`config.mk`:
```
export PLATFORM = sky130hd
export DESIGN_NAME = dcf_ctrl
export DESIGN_NICKNAME = d
export VERILOG_FILES = /design/src/verilog/dcf_pkg.sv /design/src/verilog/dcf_ctrl.sv
export SDC_FILE = /design/constraint.sdc
export NUM_CORES = 2
export LEC_CHECK = 0
export CORE_ASPECT_RATIO = 2
export CORE_UTILIZATION = 30
export CTS_BUF_LIST = sky130_fd_sc_hd__clkbuf_4 sky130_fd_sc_hd__clkbuf_8
export CTS_CLUSTER_DIAMETER = 200
export DETAILED_ROUTE_END_ITERATION = 7
export DONT_BUFFER_PORTS = 1
export GPL_ROUTABILITY_DRIVEN = 0
export GPL_TIMING_DRIVEN = 0
export REMOVE_ABC_BUFFERS = 1
export SYNTH_ARGS = -nofsm -noshare
export SYNTH_HDL_FRONTEND = slang
export SYNTH_SLANG_ARGS = --single-unit
```
`constraint.sdc`:
```
create_clock -name mclk -period 7.65 [get_ports mclk]
set_input_delay 0.3825 -clock mclk [delete_from_list [all_inputs] [get_ports mclk]]
set_output_delay 0.3825 -clock mclk [all_outputs]
set_load 0.05 [all_outputs]
```
`src/verilog/dcf_pkg.sv`:
```
// Purpose: shared constants and carriers for the converter digital control block
// Assumes: 50 MHz mclk, register port with one-cycle read latency
// Notes: offsets are word indices on the plain register port
`default_nettype none
package dcf_pkg;
    // ------------------------------------------------------------
    // register offsets
    // ------------------------------------------------------------
    localparam logic [7:0] OFF_DATA = 8'h00;   // +ch: data write
    localparam logic [7:0] OFF_GAIN = 8'h04;   // +ch: gain coefficient
    localparam logic [7:0] OFF_OFFS = 8'h08;   // +ch: offset coefficient
    localparam logic [7:0] OFF_CLRC = 8'h0C;   // +ch: clear code
    localparam logic [7:0] OFF_CCTL = 8'h10;   // +ch: channel control
    localparam logic [7:0] OFF_MAIN = 8'h14;   // main control
    localparam logic [7:0] OFF_SOFT = 8'h15;   // software register
    localparam logic [7:0] OFF_STAT = 8'h16;   // status
    localparam logic [7:0] OFF_CODE = 8'h18;   // +ch: stored code readback
    // ------------------------------------------------------------
    // field positions
    // ------------------------------------------------------------
    localparam int CCTL_CLR_BIT = 0;     // channel_clear_permit
    localparam int CCTL_RSET_BIT = 1;    // external current-set resistor
    localparam int MAIN_ECHO_BIT = 0;    // status_echo_enable
    localparam int MAIN_WDEN_BIT = 1;    // watchdog enable
    localparam int MAIN_WDSEL_LSB = 2;   // 2-bit timeout select
    localparam int SOFT_CRC_BIT = 12;    // crc_frame_check enable
    localparam int STAT_PERR_BIT = 0;    // packet error
    localparam int STAT_CRCON_BIT = 1;   // crc check enabled (read only)
    localparam int STAT_ALERT_BIT = 2;   // watchdog alert
    // ------------------------------------------------------------
    // reset values and fixed constants
    // ------------------------------------------------------------
    localparam logic [15:0] GAIN_RST = 16'hFFFF;
    localparam logic [15:0] OFFS_RST = 16'h8000;
    localparam logic [15:0] HALF_SCALE = 16'h8000;
    localparam logic [15:0] KICK_VALUE = 16'h0195;
    localparam logic [7:0] CRC_POLY = 8'h07;
    // ------------------------------------------------------------
    // timing
    // ------------------------------------------------------------
    localparam int CLK_MHZ = 50;
    localparam int WD_MS0 = 5;
    localparam int WD_MS1 = 10;
    localparam int WD_MS2 = 100;
    localparam int WD_MS3 = 200;
    localparam logic [23:0] WD_CYC0 = 24'(WD_MS0 * CLK_MHZ * 1000);
    localparam logic [23:0] WD_CYC1 = 24'(WD_MS1 * CLK_MHZ * 1000);
    localparam logic [23:0] WD_CYC2 = 24'(WD_MS2 * CLK_MHZ * 1000);
    localparam logic [23:0] WD_CYC3 = 24'(WD_MS3 * CLK_MHZ * 1000);
    // ------------------------------------------------------------
    // carriers
    // ------------------------------------------------------------
    typedef struct packed {
        logic wr;
        logic rd;
        logic [7:0] addr;
        logic [31:0] wdata;
    } dcf_req_t;
    typedef enum logic [1:0] {CS_IDLE, CS_MUL, CS_ADD, CS_STORE} dcf_cstate_t;
endpackage : dcf_pkg
`default_nettype wire

```
`src/verilog/dcf_ctrl.sv`:
```
// Purpose: gain/offset correction, clear, crc check, echo and watchdog
// Assumes: register port in place of the serial shift logic
// Notes: frames arrive as 32-bit words; crc byte sits in bits 7:0
//
// Overview of operation
// per channel 16-bit gain and offset registers
// code = d*(m+1)/2^16 + c - 2^15
// gain resets all ones, offset half scale
// one multiplier and adder shared by channels
// coefficient writes wait for next data write
// host calibrates gain before offset
// echo enable shifts status out on writes
// echo off at reset; blocks other readback
// shared output lines need distinct addresses
// clear rising edge loads clear codes
// only clear permitted channels respond
// cleared channels hold until new data
// host appends crc-8 poly 0x07
// crc enable bit 12 needs 32-bit frame
// bad crc drops write, fault low, flag
// status read clears error, releases fault
// host avoids both address straps low
// watchdog alerts without key write in time
// watchdog enable and timeout in main
// alert is push-pull active high
// channel control selects external resistor
// crc also appended to read data
// status shows crc check enabled
// packet error drives fault low
// channels corrected one at a time
`default_nettype none
module dcf_ctrl
(
    input wire logic mclk,
    input wire logic rst,
    input wire dcf_pkg::dcf_req_t req,        // address, data, strobes
    input wire logic clear_in,                // clear input, active high
    input wire logic [1:0] hw_address,        // hw_address_bit1/0 straps
    output logic [31:0] rdata,                // read data, next cycle
    output logic serial_data_out_en,          // echo drive window
    output logic [15:0] serial_data_out,      // echoed status word
    output logic fault_n,                     // fault, active low
    output logic alert,                       // watchdog alert
    output logic [3:0] rset_ext,              // external resistor select
    output logic [63:0] dac_code              // four stored codes
);
    // ------------------------------------------------------------
    // storage
    // ------------------------------------------------------------
    logic [15:0] gain [4];       // gain coefficients
    logic [15:0] offs [4];       // offset coefficients
    logic [15:0] clrc [4];       // clear codes
    logic [15:0] data [4];       // latest input data
    logic [15:0] code [4];       // stored channel codes
    logic [1:0] cctl [4];        // channel control bits
    logic [3:0] pend;            // channels awaiting correction
    logic [15:0] main_reg;       // main control
    logic [15:0] soft_reg;       // software register
    logic perr;                  // packet error flag
    logic clr_d;                 // last clear level
    dcf_pkg::dcf_cstate_t cst;   // correction sequencer
    logic [1:0] cch;             // channel under correction
    logic [32:0] prod;           // multiplier result
    logic [23:0] wd_cnt;         // watchdog count
    logic [23:0] wd_lim;         // selected timeout
    logic crc_on;
    logic [7:0] rx_crc;
    logic crc_ok;
    logic wr_ok;
    logic [7:0] wa;
    logic [15:0] wd16;
    logic clr_rise;
    logic stat_rd;
    logic [15:0] status;
    logic wd_kick;               // key value written this cycle

    // crc-8 over a 24-bit payload, msb first
    function automatic logic [7:0] crc8(input logic [23:0] d);
        logic [7:0] c;
        c = 8'h00;
        for (int i = 23; i >= 0; i--)
        begin
            if (c[7] ^ d[i])
                c = (c << 1) ^ dcf_pkg::CRC_POLY;
            else
                c = c << 1;
        end
        return c;
    endfunction : crc8

    // ------------------------------------------------------------
    // frame check
    // ------------------------------------------------------------
    // with crc on the payload shifts up one byte, so decode from there
    assign crc_on = soft_reg[dcf_pkg::SOFT_CRC_BIT];
    assign wa = crc_on ? req.wdata[31:24] : req.addr;
    assign wd16 = crc_on ? req.wdata[23:8] : req.wdata[15:0];
    assign rx_crc = crc8({wa, wd16});
    assign crc_ok = !crc_on || (rx_crc == req.wdata[7:0]);
    assign wr_ok = req.wr && crc_ok;
    assign clr_rise = clear_in && !clr_d;
    assign stat_rd = req.rd && req.addr == dcf_pkg::OFF_STAT;
    assign status = {13'h0, alert, crc_on, perr};

    // packet error flag; a new error wins over the read-clear
    always_ff @(posedge mclk)
    begin
        if (rst)
            perr <= 1'b0;
        else if (req.wr && !crc_ok)
            perr <= 1'b1;
        else if (stat_rd)
            perr <= 1'b0;
    end

    // fault only reflects the packet error in this block
    always_ff @(posedge mclk)
    begin
        if (rst)
            fault_n <= 1'b1;
        else
            fault_n <= !((req.wr && !crc_ok) || (perr && !stat_rd));
    end

    // ------------------------------------------------------------
    // coefficient and control registers
    // ------------------------------------------------------------
    // coefficient writes only store; outputs move on data writes
    always_ff @(posedge mclk)
    begin
        if (rst)
        begin
            for (int i = 0; i < 4; i++)
            begin
                gain[i] <= dcf_pkg::GAIN_RST;
                offs[i] <= dcf_pkg::OFFS_RST;
                clrc[i] <= 16'h0000;
                cctl[i] <= 2'h0;
                data[i] <= 16'h0000;
            end
            main_reg <= 16'h0000;
            soft_reg <= 16'h0000;
        end
        else if (wr_ok)
        begin
            unique case (wa[7:2])
                dcf_pkg::OFF_GAIN[7:2]: gain[wa[1:0]] <= wd16;
                dcf_pkg::OFF_OFFS[7:2]: offs[wa[1:0]] <= wd16;
                dcf_pkg::OFF_CLRC[7:2]: clrc[wa[1:0]] <= wd16;
                dcf_pkg::OFF_CCTL[7:2]: cctl[wa[1:0]] <= wd16[1:0];
                dcf_pkg::OFF_DATA[7:2]: data[wa[1:0]] <= wd16;
                default:
                begin
                    if (wa == dcf_pkg::OFF_MAIN)
                        main_reg <= wd16;
                    else if (wa == dcf_pkg::OFF_SOFT)
                        soft_reg <= wd16;
                end
            endcase
        end
    end

    // ------------------------------------------------------------
    // shared correction datapath
    // ------------------------------------------------------------
    // pending bits: set on data write (set wins), cleared at store
    always_ff @(posedge mclk)
    begin
        if (rst)
            pend <= 4'h0;
        else
        begin
            for (int i = 0; i < 4; i++)
            begin
                if (wr_ok && wa == dcf_pkg::OFF_DATA + 8'(i))
                    pend[i] <= 1'b1;
                else if (cst == dcf_pkg::CS_STORE && cch == 2'(i))
                    pend[i] <= 1'b0;
            end
        end
    end

    // one channel at a time through one multiplier and one adder
    always_ff @(posedge mclk)
    begin
        if (rst)
        begin
            cst <= dcf_pkg::CS_IDLE;
            cch <= 2'h0;
            prod <= 33'h0;
        end
        else
        begin
            unique case (cst)
                dcf_pkg::CS_IDLE:
                begin
                    // lowest pending channel first
                    for (int i = 3; i >= 0; i--)
                    begin
                        if (pend[i])
                        begin
                            cch <= 2'(i);
                            cst <= dcf_pkg::CS_MUL;
                        end
                    end
                end
                dcf_pkg::CS_MUL:
                begin
                    prod <= data[cch] * ({1'b0, gain[cch]} + 17'h1);
                    cst <= dcf_pkg::CS_ADD;
                end
                dcf_pkg::CS_ADD: cst <= dcf_pkg::CS_STORE;
                dcf_pkg::CS_STORE: cst <= dcf_pkg::CS_IDLE;
            endcase
        end
    end

    // stored codes: correction result, or clear code on clear edge
    always_ff @(posedge mclk)
    begin
        if (rst)
        begin
            clr_d <= 1'b0;
            for (int i = 0; i < 4; i++)
                code[i] <= 16'h0000;
        end
        else
        begin
            clr_d <= clear_in;
            if (cst == dcf_pkg::CS_STORE)
                // modulo 16 bits; no saturation on overflow
                code[cch] <= 16'(prod[31:16] + offs[cch] - dcf_pkg::HALF_SCALE);
            for (int i = 0; i < 4; i++)
            begin
                // edge, not level: held code stays until next data
                if (clr_rise && cctl[i][dcf_pkg::CCTL_CLR_BIT])
                    code[i] <= clrc[i];
            end
        end
    end

    // outputs straight from flops
    always_ff @(posedge mclk)
    begin
        if (rst)
        begin
            dac_code <= 64'h0;
            rset_ext <= 4'h0;
        end
        else
        begin
            dac_code <= {code[3], code[2], code[1], code[0]};
            for (int i = 0; i < 4; i++)
                rset_ext[i] <= cctl[i][dcf_pkg::CCTL_RSET_BIT];
        end
    end

    // ------------------------------------------------------------
    // readback and status echo
    // ------------------------------------------------------------
    always_ff @(posedge mclk)
    begin
        if (rst)
        begin
            rdata <= 32'h0;
            serial_data_out <= 16'h0000;
            serial_data_out_en <= 1'b0;
        end
        else
        begin
            serial_data_out_en <= req.wr && main_reg[dcf_pkg::MAIN_ECHO_BIT];
            serial_data_out <= status;
            if (!req.rd)
                rdata <= 32'h0;
            else
            begin
                logic [15:0] v;
                v = 16'h0000;
                if (main_reg[dcf_pkg::MAIN_ECHO_BIT] || req.addr == dcf_pkg::OFF_STAT)
                    v = status;
                else if (req.addr[7:2] == dcf_pkg::OFF_GAIN[7:2])
                    v = gain[req.addr[1:0]];
                else if (req.addr[7:2] == dcf_pkg::OFF_OFFS[7:2])
                    v = offs[req.addr[1:0]];
                else if (req.addr[7:2] == dcf_pkg::OFF_CLRC[7:2])
                    v = clrc[req.addr[1:0]];
                else if (req.addr[7:2] == dcf_pkg::OFF_CCTL[7:2])
                    v = {14'h0, cctl[req.addr[1:0]]};
                else if (req.addr[7:2] == dcf_pkg::OFF_CODE[7:2])
                    v = code[req.addr[1:0]];
                else if (req.addr == dcf_pkg::OFF_MAIN)
                    v = main_reg;
                else if (req.addr == dcf_pkg::OFF_SOFT)
                    v = soft_reg;
                // readback carries its own crc when checking is on
                rdata <= crc_on ? {req.addr, v, crc8({req.addr, v})} : {16'h0, v};
            end
        end
    end

    // ------------------------------------------------------------
    // watchdog
    // ------------------------------------------------------------
    always_comb
    begin
        unique case (main_reg[dcf_pkg::MAIN_WDSEL_LSB +: 2])
            2'h0: wd_lim = dcf_pkg::WD_CYC0;
            2'h1: wd_lim = dcf_pkg::WD_CYC1;
            2'h2: wd_lim = dcf_pkg::WD_CYC2;
            2'h3: wd_lim = dcf_pkg::WD_CYC3;
        endcase
    end

    // only a frame that passed its check may kick the watchdog
    assign wd_kick = wr_ok && wa == dcf_pkg::OFF_SOFT && wd16 == dcf_pkg::KICK_VALUE;
    // key write restarts the count; alert is a plain driven level
    always_ff @(posedge mclk)
    begin
        if (rst)
        begin
            wd_cnt <= 24'h0;
            alert <= 1'b0;
        end
        else if (!main_reg[dcf_pkg::MAIN_WDEN_BIT])
        begin
            wd_cnt <= 24'h0;
            alert <= 1'b0;
        end
        else if (wd_kick)
        begin
            wd_cnt <= 24'h0;
            alert <= 1'b0;
        end
        else if (wd_cnt >= wd_lim - 24'h1)
            alert <= 1'b1;
        else
            wd_cnt <= wd_cnt + 24'h1;
    end

    // ------------------------------------------------------------
    // checks
    // ------------------------------------------------------------
    a_bad_crc_fault: assert property (@(posedge mclk) disable iff (rst)
        (req.wr && !crc_ok) |=> !fault_n && perr)
        else $error("bad frame did not raise fault");
    a_stat_clears_err: assert property (@(posedge mclk) disable iff (rst)
        (stat_rd && !req.wr) |=> !perr && fault_n)
        else $error("status read did not clear error");
    a_corr_latency: assert property (@(posedge mclk) disable iff (rst)
        (cst == dcf_pkg::CS_IDLE && pend != 4'h0) |=> cst == dcf_pkg::CS_MUL ##2
        cst == dcf_pkg::CS_STORE)
        else $error("correction sequence broken");
    a_clear_load: assert property (@(posedge mclk) disable iff (rst)
        (clr_rise && cctl[1][dcf_pkg::CCTL_CLR_BIT]) |=> code[1] == $past(clrc[1]))
        else $error("clear code not loaded");
    a_clear_ignored: assert property (@(posedge mclk) disable iff (rst)
        (!cctl[0][dcf_pkg::CCTL_CLR_BIT] && !(cst == dcf_pkg::CS_STORE && cch == 2'h0))
        |=> $stable(code[0]))
        else $error("unpermitted channel changed");
    a_echo_win: assert property (@(posedge mclk) disable iff (rst)
        (req.wr && main_reg[0]) |=> serial_data_out_en)
        else $error("echo missing on write");
    a_wd_quiet: assert property (@(posedge mclk) disable iff (rst)
        !main_reg[1] |=> !alert)
        else $error("alert while watchdog off");
    a_wd_count: assert property (@(posedge mclk) disable iff (rst)
        (main_reg[dcf_pkg::MAIN_WDEN_BIT] && !wd_kick && wd_cnt < wd_lim - 24'h1)
        |=> wd_cnt == $past(wd_cnt) + 24'h1)
        else $error("watchdog count did not advance");
    a_wd_fire: assert property (@(posedge mclk) disable iff (rst)
        (main_reg[dcf_pkg::MAIN_WDEN_BIT] && !wd_kick && wd_cnt >= wd_lim - 24'h1)
        |=> alert)
        else $error("watchdog did not raise alert");
    a_crc_flag: assert property (@(posedge mclk) disable iff (rst)
        stat_rd |=> ($past(crc_on) ? rdata[9] : !rdata[1]))
        else $error("crc enable not reported");
endmodule : dcf_ctrl
`default_nettype wire

```
==> After elaboration in Yosys (flattened, before gate mapping) <==
Memories as Yosys holds them, arrays and structs flattened. A register that Yosys moved wholly into a read port is not among the register bits.
Index checks and enable logic that the tools add are counted.
{ "totals": {"regBits": 153, "ram_bits": 328, "inputBits": 47, "output_inout_bits": 119, "wordCells": 419, "memories": 6} }
{ "memory_table": {"columns": ["name", "depth", "word_bits", "rd", "rd_ports_with_merged_regs", "wr", "line_no", "source"], "rows": [
  ["clrc", 4, 16, 5, 0, 4, "dcf_ctrl.sv:52", "logic [15:0] clrc [4];"],
  ["code", 4, 16, 5, 4, 5, "dcf_ctrl.sv:54", "logic [15:0] code [4];"],
  ["data", 4, 16, 1, 1, 4, "dcf_ctrl.sv:53", "logic [15:0] data [4];"],
  ["gain", 4, 16, 2, 1, 4, "dcf_ctrl.sv:50", "logic [15:0] gain [4];"],
  ["offs", 4, 16, 2, 1, 4, "dcf_ctrl.sv:51", "logic [15:0] offs [4];"],
  ["cctl", 4, 2, 5, 0, 4, "dcf_ctrl.sv:55", "logic [1:0] cctl [4];"]
]} }
{ "classes": {"add_sub_neg": 5, "mul": 1, "n_lt_le_gt_ge": 1, "n_eq_ne": 33, "n_mux": 189, "bitwise": 113, "reduce_logical": 51} }
{ "ops": {"columns": ["op", "count"], "rows": [
  ["$mux W8", 47],
  ["$mux W16", 20],
  ["$mux W3", 48],
  ["$not A3 Y3", 46],
  ["$pmux W24 S4", 1],
  ["$reduce_or A16 Y1", 4],
  ["$mux W1", 52],
  ["$xor A1 B1 Y1", 41],
  ["$eq A8 B5 Y1 const B", 5],
  ["$mux W2", 20],
  ["$mul A16 B17 Y32", 1],
  ["$add A24 B1 Y24 const B", 1],
  ["$eq A6 B2 Y1 const B", 4],
  ["$ge A24 B24 Y1", 1],
  ["$sub A24 B1 Y24 const B", 1],
  ["$eq A2 B2 Y1 const B", 10],
  ["$logic_and A1 B1 Y1", 20],
  ["$eq A6 B3 Y1 const B", 3],
  ["$add A16 B1 Y17 const B", 1],
  ["$add A16 B16 Y16", 1],
  ["$eq A16 B9 Y1 const B", 1],
  ["$eq A8 B2 Y1 const B", 2],
  ["$sub A16 B16 Y16 const B", 1],
  ["$eq A6 B1 Y1 const B", 2],
  ["other kinds (22)", 60]
]} }

==> Logic depth before layout (Yosys ltp) <==
{ "logic_depth": {"word_depth": 94, "mapped_depth": 33, "ltp_nobuf": 29} }

==> Least setup slack after synthesis <==
No wires, ideal clock.
{ "synth_path": {"path_type": "register -> register", "startpoint": "register (tool-made name)", "endpoint": "register prod[28]", "setup_ns": 0.117, "arrival_ns": 8.043, "required_ns": 7.533, "slack_ns": -0.510, "path_stages_with_launch": 29, "path_buffers": 3, "synth_period_minus_slack_ns": 8.160, "cell_sequence": "dfxtp_1 clkbuf_1 buf_2 mux4_2 and3_1 nand3_1 and4b_1 xor2_1 clkbuf_1 nand2_1 fa_1 fa_1 inv_1 fa_1 fa_1 fa_1 inv_1 fa_1 inv_1 ha_1 a21o_1 a21o_1 a21oi_1 a31o_2 a211o_1 a21oi_1 o21ai_0 or3b_2 a22o_1"} }
{ "synth_rtl": {"columns": ["element", "line_no", "source"], "rows": [
  ["end signal: assignment", "dcf_ctrl.sv:209", "prod <= data[cch] * ({1'b0, gain[cch]} + 17'h1);"],
  ["end: declaration", "dcf_ctrl.sv:63", "logic [32:0] prod;"]
]} }

==> reports/results.tsv <==
metric	value	unit
outcome	finished, violations left	
violations	negative setup slack	
period_needed	7.71	ns
busiest_layer	met2	
vias	25600	
cts_tree	yes	
worstPathArrival	8.26	ns
synth_top_cells_by_area	edfxtp_1 28%, fa_1 12%, dfxtp_1 11%	
yosysTopAreaCell	edfxtp_1	
cts_root_buf	clkbuf_8	
coreArea	0.115	mm2
top_level_ports	166	
synth_xor_area_share	5.87	%
drc	0	
synth_compound_area_share	7.24	%
grt_usage	21.1	%
met1_usage	19.6	%
skew	0.0402	ns
path_class	reg -> reg	
firstDrtPassIters	6	
synth_most_common_cell	edfxtp_1	
yosys_register_bits	518	
die_area	0.118	mm2
initial_core_util	30.3	%
max_freq	130	MHz
grt_pass1_wl	180000	um
p_leak	15.5	nW
finalHoldViolCount	0	
synth_edf_count	328	
hp-class	in -> reg	
p_per_area	323	mW/mm2
muxShareOfSynthArea	9.13	%
htree_levels	3	
synth_seq_area_share	39.1	%
rsz0062_at_grt	true	
yosys_most_used_dff	edfxtp_1	
clock_path_buffers	3	
clkLatencyLatePin	0.70	ns
total_power	13.0	mW
finalSetupViolations	5	
critPathMaxFanout	9	
postSynth.asyncResetShare	0	%
cap_violations	0	
synth_cells	3223	
synth_top_family_by_area	adder cells	
grt_overflow	0	
slew_headroom	1.49	%
avgSynthCellArea	10.8	um2
drt_iter0_markers	1835	
placed_cell_area	0.0368	mm2
max_stage_delay	0.61	ns
antenna_found_initial	7	
yosysWarnings	0	
crit_required	8.20	ns
start_kind	flip-flop	
fin_ws	-0.0624	ns
synth_common_cells	328 x edfxtp_1, 319 x nor2_1, 284 x inv_1	
vdd_drop_max	0.542	mV
critPathSlowestCell	mux4_2	
num_rows	176	
viasPerCell	5.32	
drive_gt1_share	15.0	%
die_h	484	um
die_x	243	um
synthAdderAreaFrac	18.1	%
dpl.hpwl	88300	um
final_cell_area	0.0402	mm2
crit_top_cell	fa_1	
first_global_vias	27100	
use_met2	38.1	%
report.final.slew_viol_count	0	
nets	3656	
cts_made_buffers	69	
grt_use_met3	3.20	%
yosysUniqueCellTypes	78	
tightest_slew	1.47	ns
syn2layout_area_growth	15.3	%
crit_path_end_kind	flip-flop	
io_buffer_count	0	
avgRoutedWirePerCell	25.8	um
finalCritPeriodShare	101	%
antenna_left	0	
grt_start_max_net_pins	117	
syn-cell-area	0.0349	mm2
fill_cells	11300	
drt-total-wl	124000	um
synth_top_area_share	28.2	%
synthSimpleGateAreaFrac	14.7	%
cts_sinks	518	
clk_pin_slew	0.07	ns
worst max-delay path: cells and delay by family, from the launching register on:
family,cells,cell delay [ns]
adders and majority gates,7,3.38
buffers and inverters,8,1.01
AOI/OAI and AO/OA,4,0.95
and+or+nand+nor,7,0.79
muxes,1,0.61
DFF,1,0.44
xor gates and xnor gates,1,0.39
path summary, 6_finish.rpt:
| path | start | end | slack, ns | depth (start not counted) |
|---|---|---|---|---|
| hold / removal | rst | prod[31]$_SDFFE_PP0N_ | 0.06 | 3 |
| setup / recovery | flip-flop | prod[28]$_SDFFE_PP0N_ | -0.06 | 28 |
| setup reg to reg | flip-flop | prod[28]$_SDFFE_PP0N_ | -0.06 | 28 |
| hold reg to reg | pend[2]$_SDFFE_PP0P_ | pend[2]$_SDFFE_PP0P_ | 0.48 | 2 |
power by group:
part,switching (mW),internal [mW]
clock network,1.15,1.31
logic,4.17,3.13
registers,0.141,3.10
per-stage QoR:
| step | hold slack, ns | std cells | setup TNS (ns) | util (%) | worst slack, ns |
|---|---|---|---|---|---|
| after global placement | 0.467 | 4529 | -1615.77 | 31.2 | -4.92 |
| after floorplan | 0.442 | 3016 | -24.65 | - | -2.02 |
| after global routing | 0.0490 | 4814 | -1.97 | 34.9 | -0.282 |
| after detailed placement | 0.466 | 4568 | -31.10 | 32.0 | -2.41 |
| final | 0.0609 | 4814 | -0.157 | 34.9 | -0.0624 |
| after CTS | 0.000634 | 4791 | -0.0801 | 34.8 | -0.0437 |
routing by layer:
| layer | wire length (um) | part of all wire (%) |
|---|---|---|
| met5 | 15 | 0.012 |
| met1 | 37900 | 31 |
| met4 | 14600 | 12 |
| met2 | 65100 | 52 |
| met3 | 6660 | 5.4 |
cells by family after synthesis:
family          after synthesis
fa+ha+maj                   381
flops                       518
compound gates              351
simple gates               1094
buf+inv                     504
xor+xnor                    191
other cells                   2
mux                         182
what timing repair did:
item | CTS | global route
hold buffers | 31 | 0
endpoints found under the setup margin | 16 | 10
cloned | 2 | 0
hold endpoints to repair | 147 | 0
gates resized for setup | 115 | 20
pin swaps | 51 | 6
buffers inserted | 65 | 4
layout by cell type (no fill, tap or decap), types with 99 or more instances in the layout:
cell and instances:
dfxtp_1 187, edfxtp_1 328, fa_1 201, ha_1 167, inv_1 280, mux4_2 108
nand2_1 260, nand3_1 119, nor2_1 314, xnor2_1 99
area by class of cell:
cell class	count	area, um2	area share [%]
tap	1513	1890	4.70
inverter	285	1070	2.66
clock buffer	91	1160	2.89
antenna	19	47.5	0.118
sequential	518	13700	34.0
timing repair buffer	141	1660	4.12
clock inverter	34	414	1.03
multi-input combinational	2213	20300	50.5
Power figures use the tool's default switching activity.
